File: config.mk
export PLATFORM = sky130hd
export DESIGN_NAME = gpxbi_core
export DESIGN_NICKNAME = d
export VERILOG_FILES = /design/src/rtl/gpxbi_pkg.sv /design/src/rtl/gpxbi_core.sv
export SDC_FILE = /design/constraint.sdc
export NUM_CORES = 1
export LEC_CHECK = 0
export ABC_AREA = 0
export BUFFER_PORTS_ARGS = -buffer_cell sky130_fd_sc_hd__buf_2
export CAP_MARGIN = 20
export CORE_MARGIN = 2
export CORE_UTILIZATION = 40
export DETAILED_ROUTE_END_ITERATION = 16
export GPL_TIMING_DRIVEN = 0
export SKIP_CTS_REPAIR_TIMING = 1
export SLEW_MARGIN = 0
export SYNTH_ARGS = -nofsm -noshare
export SYNTH_HDL_FRONTEND = slang
export SYNTH_SLANG_ARGS = --single-unit
File: constraint.sdc
create_clock -name clk_sys -period 2 [get_ports clk_sys]
set_input_delay 0.4 -clock clk_sys [delete_from_list [all_inputs] [get_ports clk_sys]]
set_output_delay 0.4 -clock clk_sys [all_outputs]
set_load 0.03 [all_outputs]
File: src/rtl/gpxbi_pkg.sv
// constants and types for the gpio expander port core
package gpxbi_pkg;

  // ----------------------------------------
  // timing
  // ----------------------------------------
  localparam int       CLK_PERIOD_NS = 10;
  localparam int       SPIKE_NS      = 50;
  localparam int       SPIKE_CYC     = (SPIKE_NS + CLK_PERIOD_NS - 1) / CLK_PERIOD_NS;
  localparam logic [2:0] SPIKE_LAST  = 3'(SPIKE_CYC - 1);

  // ----------------------------------------
  // register offsets
  // ----------------------------------------
  localparam logic [7:0] ADDR_IN_LO  = 8'h00;
  localparam logic [7:0] ADDR_IN_HI  = 8'h01;
  localparam logic [7:0] ADDR_P0_LO  = 8'h02;
  localparam logic [7:0] ADDR_P0_HI  = 8'h03;
  localparam logic [7:0] ADDR_P1_LO  = 8'h04;
  localparam logic [7:0] ADDR_P1_HI  = 8'h05;
  localparam logic [7:0] ADDR_DIR_LO = 8'h06;
  localparam logic [7:0] ADDR_DIR_HI = 8'h07;
  localparam logic [7:0] ADDR_CFG    = 8'h0f;

  // ----------------------------------------
  // reset values and field positions
  // ----------------------------------------
  localparam logic [15:0] PHASE_RST  = 16'hffff;
  localparam logic [15:0] DIR_RST    = 16'hffff;
  localparam logic [15:0] SNAP_RST   = 16'h0000;
  localparam logic [7:0]  RDATA_RST  = 8'h00;
  localparam int          CFG_STATUS_BIT = 7;
  localparam logic [6:0]  SLAVE_FIXED    = 7'h20;
  localparam int          SA_HI_BIT      = 6;
  localparam int          SA_LO_BIT      = 2;

  // ----------------------------------------
  // types
  // ----------------------------------------
  typedef struct packed {
    logic irq_en;
    logic o16_p1;
    logic o16_p0;
    logic flip;
    logic blink_en;
  } gpxbi_cfg_t;

  localparam gpxbi_cfg_t CFG_RST = '{irq_en: 1'b0, o16_p1: 1'b1, o16_p0: 1'b1, flip: 1'b0, blink_en: 1'b0};

  typedef struct packed {
    logic seen_scl_low;
    logic seen_sda_low;
    logic diff_scl;
    logic diff_sda;
  } gpxbi_ad_t;

  localparam gpxbi_ad_t AD_RST = '{default: 1'b0};

  typedef enum logic [1:0] {ADS_GND, ADS_VCC, ADS_SCL, ADS_SDA} gpxbi_ads_t;

endpackage

File: src/rtl/gpxbi_core.sv
// port core: input sampling, change detect, two-phase outputs, pin filters
//
// How it works
// - sixteen open-drain port pins, each input or output, set through registers
// - after reset all ports are inputs and no pin is pulled low
// - reset returns every piece of state to its power-up value except port_pins_out and irq_or_extra_output_out, which load low every clock
// - address-select pin decoded as ground, supply, clock line or data line
// - clock and data spikes shorter than 50 ns are filtered away
// - extra pin works as active-low interrupt or as general output
// - as general output the extra pin uses the same phase and blink controls
// - input registers return the real pin level, input or output
// - reading an input register snapshots that register's eight pins
// - only input-configured ports are compared against the snapshot each cycle
// - any mismatch pulls the interrupt low while interrupt mode is chosen
// - interrupt releases once all changed inputs return to snapshot level
// - reading the covering input register clears the interrupt by resnapshot
// - phase-0 registers set all sixteen outputs when blink is off
// - with blink on, outputs swap phases by blink pin xor flip flag
// - blink pin level readable as status bit in the configuration register
// - blink pin sampled always, so it serves as general input
// - seven-bit slave address, bits six and two from address-select pin
//
// The strobed register port and the address map were decided locally.
`timescale 1ns/1ps
module gpxbi_core
  import gpxbi_pkg::*;
(
  input  wire logic        clk_sys,
  input  wire logic        rst,
  input  wire logic [7:0]  reg_addr,
  input  wire logic [7:0]  reg_wdata,
  input  wire logic        reg_wr,
  input  wire logic        reg_rd,
  output logic      [7:0]  reg_rdata,
  input  wire logic [15:0] port_pins_in,
  output logic      [15:0] port_pins_out,
  output logic      [15:0] port_pins_oe,
  output logic             irq_or_extra_output_out,
  output logic             irq_or_extra_output_oe,
  input  wire logic        blink_in,
  input  wire logic        addr_select_pin,
  input  wire logic        scl_in,
  input  wire logic        sda_in,
  output logic             scl_filt,
  output logic             sda_filt,
  output logic      [6:0]  slave_addr
);

  // ----------------------------------------
  // input synchronisers
  // ----------------------------------------
  logic [19:0] sync1;
  logic [19:0] sync2;
  logic [15:0] pins;
  logic        scl_s;
  logic        sda_s;
  logic        blink_s;
  logic        ad_s;

  always_ff @(posedge clk_sys)
  begin
    if (rst)
    begin
      sync1 <= '1;  // lines idle high; zeros here would fake a low on the bus lines
      sync2 <= '1;
    end
    else
    begin
      sync1 <= {addr_select_pin, blink_in, sda_in, scl_in, port_pins_in};
      sync2 <= sync1;
    end
  end

  assign pins    = sync2[15:0];
  assign scl_s   = sync2[16];
  assign sda_s   = sync2[17];
  assign blink_s = sync2[18];
  assign ad_s    = sync2[19];

  // ----------------------------------------
  // spike filters
  // ----------------------------------------
  logic [1:0] filt;
  logic [1:0] line_s;

  assign line_s = {sda_s, scl_s};

  generate
    for (genvar i = 0; i < 2; i++)
    begin : g_filt
      logic [2:0] cnt;
      logic [2:0] next_cnt;
      logic       next_filt;

      always_comb
      begin
        next_cnt  = 3'h0;
        next_filt = filt[i];
        // a level must hold the full spike window before it is believed
        if (line_s[i] != filt[i])
        begin
          if (cnt == SPIKE_LAST)
            next_filt = line_s[i];
          else
            next_cnt = cnt + 3'h1;
        end
      end

      always_ff @(posedge clk_sys)
      begin
        if (rst)
        begin
          cnt     <= 3'h0;
          filt[i] <= 1'b1;
        end
        else
        begin
          cnt     <= next_cnt;
          filt[i] <= next_filt;
        end
      end
    end
  endgenerate

  assign scl_filt = filt[0];
  assign sda_filt = filt[1];

  // ----------------------------------------
  // address-select decode
  // ----------------------------------------
  gpxbi_ad_t  ad;
  gpxbi_ad_t  next_ad;
  gpxbi_ads_t ads;
  logic [6:0] next_slave_addr;

  always_comb
  begin
    next_ad              = ad;
    next_ad.diff_scl     = ad.diff_scl | (ad_s != scl_s);
    next_ad.diff_sda     = ad.diff_sda | (ad_s != sda_s);
    next_ad.seen_scl_low = ad.seen_scl_low | ~scl_s;
    next_ad.seen_sda_low = ad.seen_sda_low | ~sda_s;
    // a pin strapped to a bus line looks like supply until that line moves
    if (!ad.diff_scl && ad.seen_scl_low)
      ads = ADS_SCL;
    else if (!ad.diff_sda && ad.seen_sda_low)
      ads = ADS_SDA;
    else if (ad_s)
      ads = ADS_VCC;
    else
      ads = ADS_GND;
    next_slave_addr = SLAVE_FIXED;
    next_slave_addr[SA_HI_BIT] = (ads == ADS_SCL) || (ads == ADS_SDA);
    next_slave_addr[SA_LO_BIT] = (ads == ADS_VCC) || (ads == ADS_SDA);
  end

  always_ff @(posedge clk_sys)
  begin
    if (rst)
    begin
      ad         <= AD_RST;
      slave_addr <= SLAVE_FIXED;
    end
    else
    begin
      ad         <= next_ad;
      slave_addr <= next_slave_addr;
    end
  end

  // ----------------------------------------
  // register file
  // ----------------------------------------
  logic [15:0] phase0;
  logic [15:0] phase1;
  logic [15:0] dir_in;
  logic [15:0] snap;
  gpxbi_cfg_t  cfg;
  logic [15:0] next_phase0;
  logic [15:0] next_phase1;
  logic [15:0] next_dir_in;
  logic [15:0] next_snap;
  gpxbi_cfg_t  next_cfg;
  logic [7:0]  next_rdata;

  function automatic logic [15:0] wr_pair(input logic [15:0] cur, input logic [7:0] base);
    logic [15:0] res;
    res = cur;
    if (reg_wr && reg_addr == base)
      res[7:0] = reg_wdata;
    if (reg_wr && reg_addr == base + 8'h01)
      res[15:8] = reg_wdata;
    return res;
  endfunction

  always_comb
  begin
    next_phase0 = wr_pair(phase0, ADDR_P0_LO);
    next_phase1 = wr_pair(phase1, ADDR_P1_LO);
    next_dir_in = wr_pair(dir_in, ADDR_DIR_LO);
    next_cfg    = cfg;
    if (reg_wr && reg_addr == ADDR_CFG)
      next_cfg = reg_wdata[4:0];
    next_snap = snap;
    if (reg_rd && reg_addr == ADDR_IN_LO)
      next_snap[7:0] = pins[7:0];
    if (reg_rd && reg_addr == ADDR_IN_HI)
      next_snap[15:8] = pins[15:8];
    next_rdata = RDATA_RST;
    if (reg_rd)
    begin
      unique case (reg_addr)
        ADDR_IN_LO:  next_rdata = pins[7:0];
        ADDR_IN_HI:  next_rdata = pins[15:8];
        ADDR_P0_LO:  next_rdata = phase0[7:0];
        ADDR_P0_HI:  next_rdata = phase0[15:8];
        ADDR_P1_LO:  next_rdata = phase1[7:0];
        ADDR_P1_HI:  next_rdata = phase1[15:8];
        ADDR_DIR_LO: next_rdata = dir_in[7:0];
        ADDR_DIR_HI: next_rdata = dir_in[15:8];
        ADDR_CFG:
        begin
          next_rdata                 = {3'h0, cfg};
          next_rdata[CFG_STATUS_BIT] = blink_s;
        end
        default:     next_rdata = RDATA_RST;
      endcase
    end
  end

  always_ff @(posedge clk_sys)
  begin
    if (rst)
    begin
      phase0    <= PHASE_RST;
      phase1    <= PHASE_RST;
      dir_in    <= DIR_RST;
      snap      <= SNAP_RST;
      cfg       <= CFG_RST;
      reg_rdata <= RDATA_RST;
    end
    else
    begin
      phase0    <= next_phase0;
      phase1    <= next_phase1;
      dir_in    <= next_dir_in;
      snap      <= next_snap;
      cfg       <= next_cfg;
      reg_rdata <= next_rdata;
    end
  end

  // ----------------------------------------
  // output drive and change detect
  // ----------------------------------------
  logic        sel_p1;
  logic [15:0] outv;
  logic        o16v;
  logic [15:0] mismatch;
  logic [15:0] next_port_oe;
  logic        next_irq_oe;

  always_comb
  begin
    sel_p1       = cfg.blink_en & (blink_s ^ cfg.flip);
    outv         = sel_p1 ? phase1 : phase0;
    o16v         = sel_p1 ? cfg.o16_p1 : cfg.o16_p0;
    next_port_oe = ~dir_in & ~outv;
    // pins driven by us never count as a change
    mismatch     = (pins ^ snap) & dir_in;
    if (cfg.irq_en)
      next_irq_oe = |mismatch;
    else
      next_irq_oe = ~o16v;
  end

  always_ff @(posedge clk_sys)
  begin
    if (rst)
    begin
      port_pins_oe           <= '0;
      irq_or_extra_output_oe <= 1'b0;
    end
    else
    begin
      port_pins_oe           <= next_port_oe;
      irq_or_extra_output_oe <= next_irq_oe;
    end
  end

  // open drain: the level is always low, only the enable moves
  always_ff @(posedge clk_sys)
  begin
    port_pins_out           <= '0;
    irq_or_extra_output_out <= 1'b0;
  end
endmodule

==> results.txt <==
- The flow ran to the end, and the final reports show no timing, DRC or antenna violations.
- Psw: approximately 0.0016 W
- Final period utilization: 0.931
- Arrival time reported for the critical path endpoint: 2.16 ns
* Number of clock sinks: 148
- Post-DP HPWL: 12.7 mm
* Mean routed wirelength per cell: between 15 and 20 µm
* Number of hold violations in the final report: 0
* CP Launch Point: reg_addr[0]
- Number of max-cap violations: 0
* Clock transition at path regs: about 0.060 ns
* Largest net degree at the start of global routing: 17
- Summed over all layers, the global routing overflow is 0.
- Number of warnings printed during yosys synthesis: 0
- IO Count: 91
- Clock tree from TritonCTS: built
* Total vias in the final route: approximately 4800
- Final Skew: roughly 0.009 ns
* Post-Syn Area: around 6100 µm²
* Quantity of I/O buffers inserted on ports: between 60 and 70
- Cells after Synth: roughly 630
- In this run the most critical hold path is launched from addr_select_pin.
* Die width: approximately 130 µm
- FFs w/ async S/R, synth: 0
- The share of the Yosys chip area taken by registers is 0.483.
- The worst hold path belongs to the class input port to flip-flop.
- In the final timing run, aggregate negative setup slack is 0 ns.
* Ant. Diodes: 0
* Worst slack, placed: -0.225 ns
* Achievable Freq: ~540 MHz
- TritonCTS buffer count: 17
- The area growth from synthesis to layout is 20.6%.
- The floorplan has 45 rows.
- Required @ worst endpoint: 2.30 ns
* Final wirelength: 17.1 mm
* Via count of the first global-routing pass: around 4700
- For this configuration, the core starts out at a cell density of 0.407.
- Critical register-to-register path startpoint: sync2[18]
- CP Class: input port to flip-flop
- Number of nets still failing antenna checks after routing: 0
- Count of cell types in the netlist: 47
- Setup repair after global routing left no endpoint under its margin.
- The floorplan step defined a core boundary enclosing 15100 µm².
- The worst pin sits at a relative slew slack of 0.535.
* Sequential cell area in the final layout: 2960 µm²
* Share of final-layout standard cells stronger than drive strength 1: 0.280
* Per-cell via count in the routed design: roughly 5.2
* Count of H-tree levels built during CTS: 4
- Once routing completed, OpenROAD measured the worst setup slack at ~0.14 ns.
* Power per standard cell area: 918 nW/µm²
- Across every metal layer, demand over resource in global routing totals 0.216.
- Minimum clock period after layout: roughly 1.9 ns
- Before antenna repair, the detailed router went through 5 iterations.
- Synth top area cells: dfxtp_1 48%, nand2_1 4.7%, mux2_2 4.4%
* Clock power frac: 0.489
- In this run, synthesis inferred 0 flip-flops with an integrated enable.
- Number of fillers in the final layout: between 1000 and 1500
- Sequential power share: 0.446
- The share of synthesized area in the top cell type comes to 0.483.
- VDD sags by at most approximately 700 µV.
- Routability congestion estimate: between 0.9 and 1
* Average cell area after synthesis: 9.82 µm²
* Crit start category: input port
* Final count of negative-setup-slack endpoints: 0
- Worst-Skew Late Latency: between 0.4 and 0.5 ns
- After the first detailed-routing iteration, the DRC count stood at 375.
- Hold is met by 0.148 ns.
- In this run the worst path has a maximum fanout of 10.
- Number of antenna violations at the first check in global routing: 0
* Transition time at the pin with the least slew margin: ~0.69 ns
- The internal power of the cells totals ~0.0052 W.
- Clock Tree Buf Depth: 2
- The net count of the finished layout is 774.
* Vertical extent of the die: approximately 130 µm
- The die covers approximately 16000 µm².
- Among all flip-flop cells after synthesis, the most frequent one is dfxtp_1.
* Count of state elements after synthesis: between 100 and 150
- For this design the static power due to leakage is 3.21 nW.
* Kind of end point of the critical path: flip-flop
- Of the total power, the share spent switching nets is 0.231.
- In this run the clock root is driven by a clkbuf_16.
- Summed over all instances, the cell type with the most area after synthesis is dfxtp_1.
- Drc violations: 0
- The multi-input combinational cells in the finished layout cover a total of 2910 µm².
- Of the total power, combinational logic draws 0.065.
* Global-route wire length before repair: 26.3 mm
* Max-slew violation total from the final report: 0
-- kinds of logic (layout without fill, tap and decap cells) --
logic type,Yosys count,after routing,synth area share
simple gates,261,261,0.233
mux,52,52,0.0958
other cells,2,22,0.00122
fa+ha+maj,4,4,0.00816
xor+xnor,21,21,0.0300
compound gates,74,74,0.0928
flops,148,148,0.483
buf+inv,63,161,0.0559
-- synth_stat cells (14+ instances only) --
master	n
nand3b_1	32
mux2i_1	25
a22oi_1	14
nor2_1	39
clkbuf_1	23
a211o_1	21
nand2_1	77
mux2_2	24
xor2_1	18
dfxtp_1	148
buf_4	22
or2_2	41
nor2b_1	23
nor3_1	19
a21oi_1	14
-- layout make-up --
class / instances / area share
clock inverters: 12 / 0.0205
clock buffers: 20 / 0.0631
repair buffers: 66 / 0.0446
flip-flops and latches: 148 / 0.400
well taps: 188 / 0.0318
inverters: 8 / 0.00406
plain buffers: 55 / 0.0424
multi-input cells: 434 / 0.393
-- state kept, by name, summed over array words and instances, names as in the netlist, 2 cells and up --
signal        cells
ad                4
cfg               5
dir_in           16
g_filt.cnt        6
phase0           16
phase1           16
port_pins_oe     16
reg_rdata         8
slave_addr        2
snap             16
sync1            20
sync2            20
-- cells in the final DEF (no fill, tap or decap), types with 23 or more instances in the layout --
cell type,count
nand3b_1,32
or2_2,41
mux2i_1,25
nand2_1,76
dfxtp_1,148
mux2_2,24
nor2b_1,23
buf_2,74
nor2_1,39
-- worst paths after layout --
| kind | depth (start not counted) | slack, ns | endpoint |
|---|---|---|---|
| worst max register to register | 5 | 0.15 | port_pins_oe[6] |
| worst min-delay path | 2 | 0.15 | sync1[19] |
| worst max-delay path | 7 | 0.14 | reg_rdata[0] |
| worst min register to register | 1 | 0.40 | sync2[13] |
-- power by group through the flow --
| stage | clock network [W] | logic (W) | registers (W) |
|---|---|---|---|
| 5_1_grt | 0.00350 | 0.000472 | 0.00303 |
| 6_report | 0.00332 | 0.000439 | 0.00303 |
| 3_5_place_dp | 0 | 0.000432 | 0.00309 |
| 3_3_place_gp | 0 | 0.000430 | 0.00309 |
| 2_1_floorplan | 0 | 0.000291 | 0.00309 |
| 4_1_cts | 0.00338 | 0.000435 | 0.00303 |
-- stage by stage --
stage          total power [W]  area [µm²]   util  instances
2_1_floorplan          0.00338        6210      -        645
3_3_place_gp           0.00352        6780  0.449        899
3_5_place_dp           0.00353        6780  0.449        899
4_1_cts                0.00684        7390  0.490        931
5_1_grt                0.00701        7400  0.490        931
6_report               0.00679        7400  0.490        931
-- critical path, cell delays in order --
cell,delay [ns]
buf_2,0.11
buf_2,0.25
buf_1,0.49
mux2_2,0.41
a22o_1,0.18
a32oi_1,0.19
a21oi_1,0.12
-- routing by layer --
layer / global-route usage / part of all wire / vias to the layer above
li1: - / - / 2317
met1: 0.285 / 0.45 / 2316
met2: 0.346 / 0.46 / 174
met3: 0.0488 / 0.066 / 30
met4: 0.0873 / 0.026 / 0
met5: 0 / 0 / -
Note: power is estimated with default switching activity, not from simulation.
